`src/asrc_pkg.sv`:
```
// Package for the asynchronous static memory host controller.
// Assumes a single 10 MHz clock; the power and read cycle counts derive from it, the retention count is fixed at one.
package asrc_pkg;

  // ----------------------------------------------------------------
  // Geometry
  // ----------------------------------------------------------------
  localparam int ADDR_W = 20; // One mebiword of locations
  localparam int DATA_W = 16; // Two byte lanes per word

  // ----------------------------------------------------------------
  // Timing
  // ----------------------------------------------------------------
  localparam int CLK_PERIOD_NS = 100; // 10 MHz clock
  localparam int POWER_WAIT_US = 100; // Supply-good to first access
  localparam int POWER_WAIT_CYC =
    (POWER_WAIT_US * 1000 + CLK_PERIOD_NS - 1) / CLK_PERIOD_NS;
  localparam int READ_CYCLE_TIME_NS = 10; // Least read cycle time
  localparam int READ_CYCLE_CYC_RAW =
    (READ_CYCLE_TIME_NS + CLK_PERIOD_NS - 1) / CLK_PERIOD_NS;
  localparam int READ_CYCLE_CYC =
    (READ_CYCLE_CYC_RAW < 1) ? 1 : READ_CYCLE_CYC_RAW;
  localparam int DESELECT_TO_RETENTION_TIME_NS = 0; // Least time
  localparam int DESELECT_TO_RETENTION_CYC = 1; // Never below one cycle
  localparam int CNT_W = 10; // Wide enough for every wait count
  localparam logic [CNT_W-1:0] POWER_WAIT_CNT = CNT_W'(POWER_WAIT_CYC);
  localparam logic [CNT_W-1:0] RECOVER_CNT = CNT_W'(READ_CYCLE_CYC);
  localparam logic [CNT_W-1:0] RETENTION_CNT =
    CNT_W'(DESELECT_TO_RETENTION_CYC);

  // ----------------------------------------------------------------
  // Carriers
  // ----------------------------------------------------------------
  // Pin set driven toward the memory
  typedef struct packed {
    logic [ADDR_W-1:0] addr;
    logic chip_select_n;
    logic output_enable_n;
    logic write_enable_n;
    logic low_lane_enable_n;
    logic high_lane_enable_n;
  } asrc_pins_type;

  // Request from the user side
  typedef struct packed {
    logic write;
    logic [ADDR_W-1:0] addr;
    logic [DATA_W-1:0] wdata;
    logic [1:0] lane_en; // Bit 0 low lane, bit 1 high lane
  } asrc_req_type;

  localparam asrc_pins_type PINS_IDLE = '{
    addr: '0, chip_select_n: 1'b1, output_enable_n: 1'b1,
    write_enable_n: 1'b1, low_lane_enable_n: 1'b1,
    high_lane_enable_n: 1'b1};

endpackage

```
`src/asrc_wait.sv`:
```
// Down counter used for every wait in the controller.
// Assumes a synchronous active-low reset copy from the top.
`timescale 1ns/10ps
module asrc_wait
  import asrc_pkg::*;
(
  // Clock and reset
  input wire logic clock,
  input wire logic rst_n,
  // Control
  input wire logic load,
  input wire logic [asrc_pkg::CNT_W-1:0] value,
  // Status
  output logic done
);
  // ----------------------------------------------------------------
  // Counter
  // ----------------------------------------------------------------
  logic [CNT_W-1:0] count; // Cycles still to wait
  logic [CNT_W-1:0] next_count;

  // Load wins over counting, so a new wait restarts cleanly
  always_comb begin
    if (load) begin
      next_count = value;
    end else if (count != '0) begin
      next_count = count - CNT_W'(1);
    end else begin
      next_count = count;
    end
  end

  always_ff @(posedge clock or negedge rst_n) begin
    if (!rst_n) begin
      // Leave reset armed with the power wait, so a supply that is
      // good from the start still waits before the first access
      count <= POWER_WAIT_CNT;
    end else begin
      count <= next_count;
    end
  end

  assign done = (count == '0) && !load;
endmodule

```
`src/asrc_host.sv`:
```
// Host controller driving an asynchronous 1M x 16 static memory.
// Assumes the supply-good and retention controls arrive synchronous
// to clock, and that the board resolves the shared data bus.
//
// Summary of operation
// - Write: select and write strobe low, lanes chosen
// - Read: select and output enable low, strobe high
// - Write ends on first released strobe; hold data
// - Wait 100 us after supply good first
// - Deselect before retention; wait read cycle after
`timescale 1ns/10ps
module asrc_host
  import asrc_pkg::*;
(
  // Clock and reset
  input wire logic clock,
  input wire logic arst_n,
  // Power sequencing
  input wire logic supply_good,
  input wire logic retention_req,
  output logic retention_ready,
  // User request
  input wire logic req_valid,
  input wire asrc_pkg::asrc_req_type req,
  output logic req_ready,
  output logic rsp_valid,
  output logic [asrc_pkg::DATA_W-1:0] rsp_data,
  // Memory pins
  output asrc_pkg::asrc_pins_type pins,
  input wire logic [asrc_pkg::DATA_W-1:0] data_in,
  output logic [asrc_pkg::DATA_W-1:0] data_out,
  output logic data_oe
);
  import asrc_pkg::*;

  // ----------------------------------------------------------------
  // Reset release
  // ----------------------------------------------------------------
  logic rst_meta; // First stage, read only by second
  logic rst_n; // Released copy used everywhere

  always_ff @(posedge clock or negedge arst_n) begin
    if (!arst_n) begin
      rst_meta <= 1'b0;
      rst_n <= 1'b0;
    end else begin
      rst_meta <= 1'b1;
      rst_n <= rst_meta;
    end
  end

  // ----------------------------------------------------------------
  // State and wait counter
  // ----------------------------------------------------------------
  typedef enum logic [2:0] {
    ST_POWER, ST_IDLE, ST_READ, ST_WRITE, ST_WEND, ST_RETAIN,
    ST_RECOVER
  } asrc_state_type;

  asrc_state_type state; // Sequencer state
  asrc_state_type next_state;
  logic wait_load; // Start a wait
  logic [CNT_W-1:0] wait_value; // Length of that wait
  logic wait_done; // Wait has expired

  asrc_wait u_wait (
    .clock(clock),
    .rst_n(rst_n),
    .load(wait_load),
    .value(wait_value),
    .done(wait_done)
  );

  // Lane enables in pin polarity from the request mask
  function automatic logic [1:0] lanes_n(input logic [1:0] en);
    lanes_n = ~en;
  endfunction

  // ----------------------------------------------------------------
  // Registered outputs
  // ----------------------------------------------------------------
  asrc_pins_type next_pins;
  logic [DATA_W-1:0] next_data_out;
  logic next_data_oe;
  logic next_req_ready;
  logic next_rsp_valid;
  logic [DATA_W-1:0] next_rsp_data;
  logic next_retention_ready;

  // Next-state and next-pin logic
  always_comb begin
    next_state = state;
    next_pins = pins;
    next_data_out = data_out;
    next_data_oe = data_oe;
    next_req_ready = 1'b0;
    next_rsp_valid = 1'b0;
    next_rsp_data = rsp_data;
    next_retention_ready = retention_ready;
    wait_load = 1'b0;
    wait_value = POWER_WAIT_CNT;
    case (state)
      ST_POWER: begin
        // Hold off all access until supply settled long enough
        next_pins = PINS_IDLE;
        if (!supply_good) begin
          wait_load = 1'b1;
        end else if (wait_done) begin
          next_state = ST_IDLE;
          next_req_ready = 1'b1;
        end
      end
      ST_IDLE: begin
        // Deselected: memory sits in standby here
        next_pins = PINS_IDLE;
        next_data_oe = 1'b0;
        next_req_ready = 1'b1;
        if (!supply_good) begin
          next_state = ST_POWER;
          next_req_ready = 1'b0;
          // Restart the full wait; a short dip must not skip it
          wait_load = 1'b1;
        end else if (retention_req) begin
          // Select is already high
          next_state = ST_RETAIN;
          next_req_ready = 1'b0;
          wait_load = 1'b1;
          wait_value = RETENTION_CNT;
        end else if (req_valid && req_ready) begin
          next_req_ready = 1'b0;
          next_pins.addr = req.addr;
          next_pins.chip_select_n = 1'b0;
          {next_pins.high_lane_enable_n,
           next_pins.low_lane_enable_n} = lanes_n(req.lane_en);
          if (req.write) begin
            // Drive data with the strobe; memory floats
            next_pins.write_enable_n = 1'b0;
            next_data_out = req.wdata;
            next_data_oe = 1'b1;
            next_state = ST_WRITE;
          end else begin
            // Strobe stays high while reading
            next_pins.output_enable_n = 1'b0;
            next_state = ST_READ;
          end
        end
      end
      ST_READ: begin
        // One 100 ns cycle covers the access time; sample data
        next_rsp_data = data_in;
        next_rsp_valid = 1'b1;
        next_pins = PINS_IDLE;
        next_state = ST_IDLE;
      end
      ST_WRITE: begin
        // Release strobe first; data held past that edge
        next_pins.write_enable_n = 1'b1;
        next_state = ST_WEND;
      end
      ST_WEND: begin
        // Only now deselect and stop driving data
        next_pins = PINS_IDLE;
        next_data_oe = 1'b0;
        next_rsp_valid = 1'b1;
        next_state = ST_IDLE;
      end
      ST_RETAIN: begin
        // Stay deselected while the supply is lowered
        next_pins = PINS_IDLE;
        if (wait_done) begin
          next_retention_ready = 1'b1;
        end
        if (!retention_req) begin
          next_retention_ready = 1'b0;
          next_state = ST_RECOVER;
          wait_load = 1'b1;
          wait_value = RECOVER_CNT;
        end
      end
      ST_RECOVER: begin
        // One read cycle time before the next access
        next_pins = PINS_IDLE;
        if (wait_done) begin
          next_state = ST_IDLE;
          next_req_ready = 1'b1;
        end
      end
      default: begin
        next_state = ST_POWER;
        next_pins = PINS_IDLE;
      end
    endcase
  end

  // Registers only
  always_ff @(posedge clock or negedge rst_n) begin
    if (!rst_n) begin
      state <= ST_POWER;
      pins <= PINS_IDLE;
      data_out <= '0;
      data_oe <= 1'b0;
      req_ready <= 1'b0;
      rsp_valid <= 1'b0;
      rsp_data <= '0;
      retention_ready <= 1'b0;
    end else begin
      state <= next_state;
      pins <= next_pins;
      data_out <= next_data_out;
      data_oe <= next_data_oe;
      req_ready <= next_req_ready;
      rsp_valid <= next_rsp_valid;
      rsp_data <= next_rsp_data;
      retention_ready <= next_retention_ready;
    end
  end
endmodule

```
`config.mk`:
```
export PLATFORM = sky130hd
export DESIGN_NAME = asrc_host
export DESIGN_NICKNAME = d
export VERILOG_FILES = /design/src/asrc_pkg.sv /design/src/asrc_wait.sv /design/src/asrc_host.sv
export SDC_FILE = /design/constraint.sdc
export NUM_CORES = 1
export LEC_CHECK = 0
export ABC_AREA = 1
export ABC_CLOCK_PERIOD_IN_PS = 2100
export BUFFER_PORTS_ARGS = -buffer_cell sky130_fd_sc_hd__buf_2
export CAP_MARGIN = 30
export CORE_ASPECT_RATIO = 1.2
export CORE_MARGIN = 2
export CORE_UTILIZATION = 46
export CTS_CLUSTER_SIZE = 14
export DETAILED_ROUTE_END_ITERATION = 12
export PLACE_DENSITY = 0.79
export SLEW_MARGIN = 40
export SYNTH_ARGS = -nofsm -noshare
export SYNTH_HDL_FRONTEND = slang
export SYNTH_HIERARCHICAL = 1
export SYNTH_SLANG_ARGS = --single-unit
```
`constraint.sdc`:
```
create_clock -name clock -period 2.1 [get_ports clock]
set_input_delay 0.105 -clock clock [delete_from_list [all_inputs] [get_ports clock]]
set_output_delay 0.105 -clock clock [all_outputs]
set_load 0.005 [all_outputs]
```
==> summary.md, run 1 <==
| Metric | Value |
|---|---|
| Largest net degree at the start of global routing | 45 |
| Cell Area, Synth | 3670 um2 |
| EDFF count, synth | 0 |
| Commonest cells in the synthesized netlist | nand2_1 (101), dfrtp_1 (65), inv_1 (39), nor2_1 (23), nand3_1 (19) |
| Detailed Routing Iterations Pass 1 | 5 |
| CP cell instances | nor2_2 -> nand2_1 -> o211ai_1 -> inv_1 -> or2_2 -> nand2_1 -> a21oi_2 |
| Startpoint types | flop |
| Delay-heaviest family, CP | simple AND/OR/NAND/NOR gates |
| Overflow after GRT | 0 |
| GR Util met2 | 35.5% |
| Post-place instance area | 4340 um2 |
| Layout Cells excl Fill | 654 |
| Die area | 8710 um2 |
| Design area | 5010 um2 |
| PD cells | 589 nW/um2 |
| Layout area overhead | 36.5% |
| Least-Margin Pin Slew | 0.629 ns |
| Die height | 102 um |
| Layout cells sized above 1 | 39.1% |
| Slew Limit Fails | 0 |
| Area of the multi-input gates | 1460 um2 |
| Root buf cell | clkbuf_8 |
| Slew margin rel. | 58.0% |
| Netlist cell types | 39 |
| Register Area | 1920 um2 |
| Min cycle time layout | 1.96 ns |
| CTS Sinks | 76 |
| Pint | 2.21 mW |
| Register bit total from synthesis | 76 |
| GRT met1 Usage | 24.9% |
| Top cells by area, synth | dfrtp_1 (44%), nand2_1 (10%), dfstp_2 (7.9%), o21ai_2 (4.3%), inv_1 (4.0%) |
| H-tree depth | 3 |
| WP buf/inv | 1 |
| Synthesized instance count | 384 |
| Vias per cell | 4.88 |
| # nets final | 618 |
| Worst EP required | 2.40 ns |
| Unrepaired setup endpoints after global routing | false |
| Global routing's busiest layer | met2 |
| Worst path max stage delay | 0.46 ns |
| Fmax | 511 MHz |
| Worst Skew | 0.0113 ns |
| # fillers | 587 |
| DR WL/cell | 13.6 um |
| First-pass GRT wire length | 14100 um |
| CTS buffer count | 9 |
| Detailed Route WL | 8890 um |
| Worst setup EP type | flop |
| Core area | 7710 um2 |
| Total track usage | 20.8% |
| Row cnt | 35 |
| Post-DP HPWL | 5850 um |
| Diodes inserted | 0 |
| Synth Warn # | 6 |
| Synth area leader | dfrtp_1 |
| Met3 Resource Use GR | 4.28% |
| IO buf count | 120 |
| Seq pwr share | 52.2% |
| Final Cycle Share | 93.1% |
| Mean Syn Cell Area | 9.56 um2 |
| VDD IR-drop max | 0.491 mV |
| Most common cell in the netlist | nand2_1 |
| Register area share after synthesis | 52.2% |
| Outcome | completed |
| Critical-path maximum fanout | 14 |
| Critical path's slowest cell | dfrtp_1 |
| Setup_tns | 0 ns |
| Clock Power Share | 37.7% |
| Leading register cell type out of synthesis | dfrtp_1 |
| Worst-Skew Late Latency | 0.36 ns |
| Async S/R FF share, synth | 100% |
| DRC | 0 |
| Psw | 0.739 mW |
| CTS tree | yes |
| Clock Path Buffers | 2 |
| Sw Ratio | 25.0% |
| Dpl cells | 590 |
| Hold Path Class | in -> reg |
| Critical path class | reg -> reg |
| Placer Congestion | 0.896 |
| DR vias | 3191 |
| Initial drt markers | 172 |
| Max-Cap Viols | 0 |
| Final Hold Viols | 0 |
| Fin util | 65.0% |
| Pleak | 2.71 nW |
| Crit path DAT | 2.25 ns |
| Vias in the first global route | 3071 |
| Initial core utilization | 47.6% |
| I/O pin count | 121 |
| Clock slew at the register clock pins of the worst setup and hold paths | 0.08 ns |
| Synth top area share | 44.3% |
| Most used cell, CP | nand2_1 |
| Initial antenna violation count | 0 |
| Die X | 85.6 um |
| Comb pwr share | 10.1% |
| Detail Route Antenna Nets | 0 |
| # setup viols final | 0 |
==> tightest hold or removal path, stage by stage <==
cell     delay, ns
buf_2         0.09
inv_1         0.04
o21ai_0       0.08
==> layout make-up <==
class | count | share of cell area, %
Multi-Input combinational cell | 249 | 29.1
Timing Repair Buffer | 175 | 22.9
Clock inverter | 6 | 1.27
Tap cell | 92 | 2.30
Sequential cell | 76 | 38.3
Inverter | 46 | 3.62
Clock buffer | 10 | 2.55
==> power groups by stage <==
stage | Combinational (mW) | Clock [mW] | Sequential (mW)
after floorplan | 0.118 | 0 | 1.57
after global routing | 0.330 | 1.20 | 1.55
final | 0.297 | 1.11 | 1.54
after CTS | 0.295 | 1.14 | 1.54
after global placement | 0.221 | 0 | 1.57
after detailed placement | 0.226 | 0 | 1.57
==> final timing paths <==
check | from | endpoint | slack [ns] | cells past startpoint
min in group asynchronous | arst_n | rst_meta | 0.05 | 2
max in group asynchronous | rst_n | pins[1] | 1.14 | 1
setup / recovery | state[1] | u_wait/count[7] | 0.14 | 7
hold / removal | req[35] | pins[22] | 0.008 | 3
setup reg to reg | state[1] | u_wait/count[7] | 0.14 | 7
hold reg to reg | rst_n | u_wait/count[0] | 0.33 | 0
==> stage by stage <==
| stage | total power [mW] | hold WS (ns) | setup WS, ns |
|---|---|---|---|
| 3_3_place_gp | 1.79 | -0.110 | 0.233 |
| 4_1_cts | 2.98 | 0.000316 | 0.144 |
| 6_report | 2.95 | 0.00795 | 0.145 |
| 5_1_grt | 3.08 | 0.00222 | 0.000299 |
| 2_1_floorplan | 1.69 | -0.191 | 0.280 |
| 3_5_place_dp | 1.80 | -0.103 | 0.163 |
==> placed cells by master (no fill, tap or decap), types with 17 or more instances in the layout <==
cell	count
o21ai_2	18
inv_1	39
dlygate4sd3_1	48
nor2_1	23
dfrtp_1	64
nand2_1	101
nand3_1	19
o21ai_1	17
buf_2	120
==> per-layer routing <==
layer  part of all wire, %  vias up
met5                     0        -
met4                   2.5        0
met3                   5.6       17
met2                    52      114
met1                    40     1498
li1                      -     1562
==> repair_timing <==
| item | CTS | global route |
|---|---|---|
| hold buffers | 48 | 0 |
| gates resized for setup | 0 | 0 |
| hold endpoints to repair | 49 | 0 |
| setup buffers | 0 | 0 |
==> registers in the layout, indices dropped and copies added, names as in the netlist <==
name	count
data_oe	1
data_out	16
pins	25
req_ready	1
retention_ready	1
rsp_data	16
rsp_valid	1
rst_meta	1
rst_n	1
state	3
u_wait/count	10
==> cell families after synthesis <==
kind of cell / after synthesis / synth area share, %
multiplexers: 16 / 5.83
adder cells (fa/ha/maj): 1 / 0.341
AND/OR/NAND/NOR: 171 / 22.7
flip-flops: 76 / 52.2
XOR/XNOR: 1 / 0.239
other: 2 / 0.205
buffers and inverters: 61 / 8.35
AO/OA/AOI/OAI: 56 / 10.1
Power figures use the tool's default switching activity.
==> run 2: changes to the inputs <==
Settings changed: ABC_AREA 1 to default, CORE_UTILIZATION 46 to 44, PLACE_DENSITY 0.79 to 0.77.
==> run 2 against run 1 <==
The run now ends with negative setup slack left. Worst hold slack gained 0.054 ns. Total power grew 76%. Cell count shrank 16%. Sequential cell count is the same. Utilization grew 3.0 points. Critical path depth grew 1. Die area shrank 5.4%. Combinational power grew to 6.7 times the previous value. Setup slack lost 0.26 ns. Register-to-register slack lost 0.26 ns. Critical path type unchanged. Largest cell class unchanged. Largest power group unchanged. Highest routed layer unchanged.
==> summary.md, run 2 <==
| Metric | Value |
|---|---|
| Outcome | finished with violations |
| Failing checks | negative setup slack |
| IO buf count | 120 (unchanged) |
| CTS tree | yes |
| Layout cells sized above 1 | 47.9% (+8.8 points) |
| Initial core utilization | 45.5% (-2.1 points) |
| Worst slack, placed | -0.156 ns (-0.319 ns) |
| Mean Syn Cell Area | 12.8 um2 (+34%) |
| Worst path max stage delay | 0.40 ns (-0.06 ns) |
| Top Registers | pins (25), data_out (16), rsp_data (16) |
| Synthesized instance count | 259 (-33%) |
| CTS Sinks | 76 (unchanged) |
| VDD IR-drop max | 0.565 mV (+15%) |
| Most frequent cells in the layout | buf_2 (120), dfrtp_1 (64), dlygate4sd3_1 (56) |
| Design area | 4950 um2 (-1.3%) |
| Final WS setup | -0.115 ns (-0.260 ns) |
| Pleak | 2.48 nW (-8.6%) |
| Final Cycle Share | 105% (+12 points) |
| Max FFs per register | 25 (unchanged) |
| Dpl cells | 478 (-19%) |
| Hold Path Class | in -> async |
| Total track usage | 22.1% (+1.4 points) |
| Layout Cells excl Fill | 551 (-16%) |
| Clock slew at the register clock pins of the worst setup and hold paths | 0.08 ns (about the same) |
| Commonest non-fill, non-tap cell in the layout | buf_2 |
| Startpoint types | flop |
| Die height | 99.1 um (-2.8%) |
| Layout area overhead | 49.3% |
| Unrepaired setup endpoints after global routing | true |
| I/O pin count | 121 (unchanged) |
| Critical-path maximum fanout | 3 (-11) |
| Diodes inserted | 0 (unchanged) |
| Overflow after GRT | 0 (unchanged) |
| Least-Margin Pin Slew | 0.671 ns (+0.0420 ns) |
| Synth area leader | dfrtp_1 |
| Initial antenna violation count | 0 (unchanged) |
| Main combinational cell family by area after synthesis | compound AO/OA/AOI/OAI gates |
| Critical path class | reg -> reg |
| Register area share after synthesis | 57.8% (+5.6 points) |
| PD cells | 1050 nW/um2 (+78%) |
| # nets final | 517 (-16%) |
| Worst-Skew Late Latency | 0.36 ns (about the same) |
| DR WL/cell | 16.1 um (+18%) |
| Min cycle time layout | 2.22 ns (+0.260 ns) |
| Largest Register | pins |
| Post-Synth Simple-Gate Area | 10.3% (-12 points) |
| Crit path DAT | 2.45 ns (+0.20 ns) |
| EDFF count, synth | 0 (unchanged) |
| Detailed Route WL | 8860 um (-0.36%) |
| Post-synthesis mux area share | 12.9% (+7.1 points) |
| DRC | 0 (unchanged) |
| Post-DP HPWL | 5500 um (-6.1%) |
| Commonest cells in the synthesized netlist | dfrtp_1 (65), mux2_2 (26), a22o_1 (20), nor2_1 (12), dfstp_2 (11) |
| Leading register cell type out of synthesis | dfrtp_1 |
| Worst EP required | 2.33 ns (-0.07 ns) |
| Top cells by area, synth | dfrtp_1 (49%), mux2_2 (8.8%), dfstp_2 (8.7%), a22o_1 (5.3%), mux2_4 (4.1%) |
| Root buf cell | clkbuf_8 |
| CTS buffer count | 9 (unchanged) |
| Max-Cap Viols | 0 (unchanged) |
| Initial drt markers | 163 (-5.2%) |
| Slew Limit Fails | 0 (unchanged) |
| Detailed Routing Iterations Pass 1 | 4 (-1) |
| Post-place instance area | 4170 um2 (-4.0%) |
| Worst Skew | 0.0121 ns (+0.000705 ns) |
| # setup viols final | 2 (+2) |
| Row cnt | 34 (-2.9%) |
| Most used cell, CP | or3b_4 |
| Register bit total from synthesis | 76 (unchanged) |
| Placer Congestion | 0.907 (+1.2%) |
| Xor/xnor cell area share of the yosys netlist | 0.793% (+0.55 points) |
| Setup_tns | -0.225 ns (-0.225 ns) |
| Synth top area share | 49.1% (+4.8 points) |
| Die X | 83.2 um (-2.7%) |
| CP cell instances | inv_1 -> ha_1 -> or3b_4 -> nor4_4 -> or3b_4 -> o21ai_1 -> a221o_1 -> mux2_2 |
| Vias in the first global route | 3005 (-2.1%) |
| Netlist cell types | 51 (+31%) |
| Largest net degree at the start of global routing | 53 (+18%) |
| DR vias | 2882 (-9.7%) |
| Critical path's slowest cell | or3b_4 |
| Synth Area in Compound Gates | 14.0% (+3.9 points) |
| Core area | 7270 um2 (-5.6%) |
| Vias per cell | 5.23 (+7.2%) |
| Clock Path Buffers | 2 (unchanged) |
| Detail Route Antenna Nets | 0 (unchanged) |
| Die area | 8240 um2 (-5.4%) |
| Async S/R FF share, synth | 100% (unchanged) |
| Cell Area, Synth | 3310 um2 (-9.7%) |
| Most common cell in the netlist | dfrtp_1 |
| Slew margin rel. | 55.3% (-2.8 points) |
| Fmax | 451 MHz (-12%) |
| H-tree depth | 3 (unchanged) |
| Synth Warn # | 6 (unchanged) |
| Synth Area in Adders | 0.378% (+0.037 points) |
| Final Hold Viols | 0 (unchanged) |
| Worst setup EP type | flop |
| First-pass GRT wire length | 14400 um (+2.1%) |
## run 2: cell count changes after synthesis, moves of 5 or more
cell / previous run / this run
inv_1: 39 / 8
a21oi_1: 2 / 7
nand2_1: 101 / 10
a22o_1: 0 / 20
nor2_1: 23 / 12
nand3_1: 19 / 1
o21ai_2: 18 / 0
mux2_2: 7 / 26
nor3_1: 1 / 9
buf_6: 8 / 2
clkbuf_1: 0 / 9
o21ai_1: 17 / 0
## run 2: final cells by class
type,instances,area (um2)
fillers,518,2330
well taps,90,113
clock inverters,5,60.1
flip-flops and latches,76,1920
clock buffers,11,141
multi-input cells,159,1320
repair buffers,201,1360
inverters,9,37.5
## run 2: routing by layer
layer  track usage, %  part of all wire [%]  up-vias
li1                 -                     -     1344
met1             24.2                    38     1414
met2             40.4                    55      100
met3             3.77                   4.1       24
met4             12.6                   3.1        0
met5                0                     0        -
## run 2: power by group
| part | internal [mW] | leakage, nW | total [mW] | switching [mW] |
|---|---|---|---|---|
| Sequential | 1.86 | 0.970 | 2.08 | 0.223 |
| Combinational | 1.04 | 1.41 | 1.98 | 0.945 |
| Clock | 0.586 | 0.0999 | 1.13 | 0.546 |
## run 2: repair_timing
action,CTS,global route
setup buffers,1,0
pin swaps,3,2
gates resized for setup,2,2
endpoints found under the setup margin,2,6
hold endpoints to repair,58,0
hold buffers,56,0
## run 2: worst paths after layout
| kind | from | end | slack [ns] | depth (start not counted) |
|---|---|---|---|---|
| worst max register to register | u_wait/count[0] | state[0] | -0.12 | 8 |
| worst min-delay path | arst_n | rst_meta | 0.06 | 2 |
| worst min register to register | rst_n | rsp_data[7] | 0.25 | 0 |
| worst max-delay path | u_wait/count[0] | state[0] | -0.12 | 8 |
| min in group clock | retention_req | pins[2] | 0.18 | 4 |
| max in group asynchronous | rst_n | u_wait/count[7] | 1.12 | 1 |
## run 2: cell families after synthesis
group,Yosys count
compound gates,60
simple gates,56
flops,76
xor+xnor,3
fa+ha+maj,1
other cells,2
mux,35
buf+inv,26
## run 2: worst max-delay path, delay by kind of cell, from the launching register on
kind	cells	cell delay, ns
muxes	1	0.27
AOI/OAI and AO/OA	2	0.38
buffers and inverters	1	0.05
adders and majority gates	1	0.16
and+or+nand+nor	3	0.85
DFF	1	0.38
## run 2: stage by stage
stage | total power [mW] | hold WS, ns | util [%]
2_1_floorplan | 3.35 | -0.191 | -
3_3_place_gp | 3.88 | -0.109 | 57.3
4_1_cts | 5.19 | 0.0572 | 67.9
6_report | 5.19 | 0.0618 | 68.0
3_5_place_dp | 3.96 | -0.106 | 57.3
5_1_grt | 5.50 | 0.0691 | 68.0
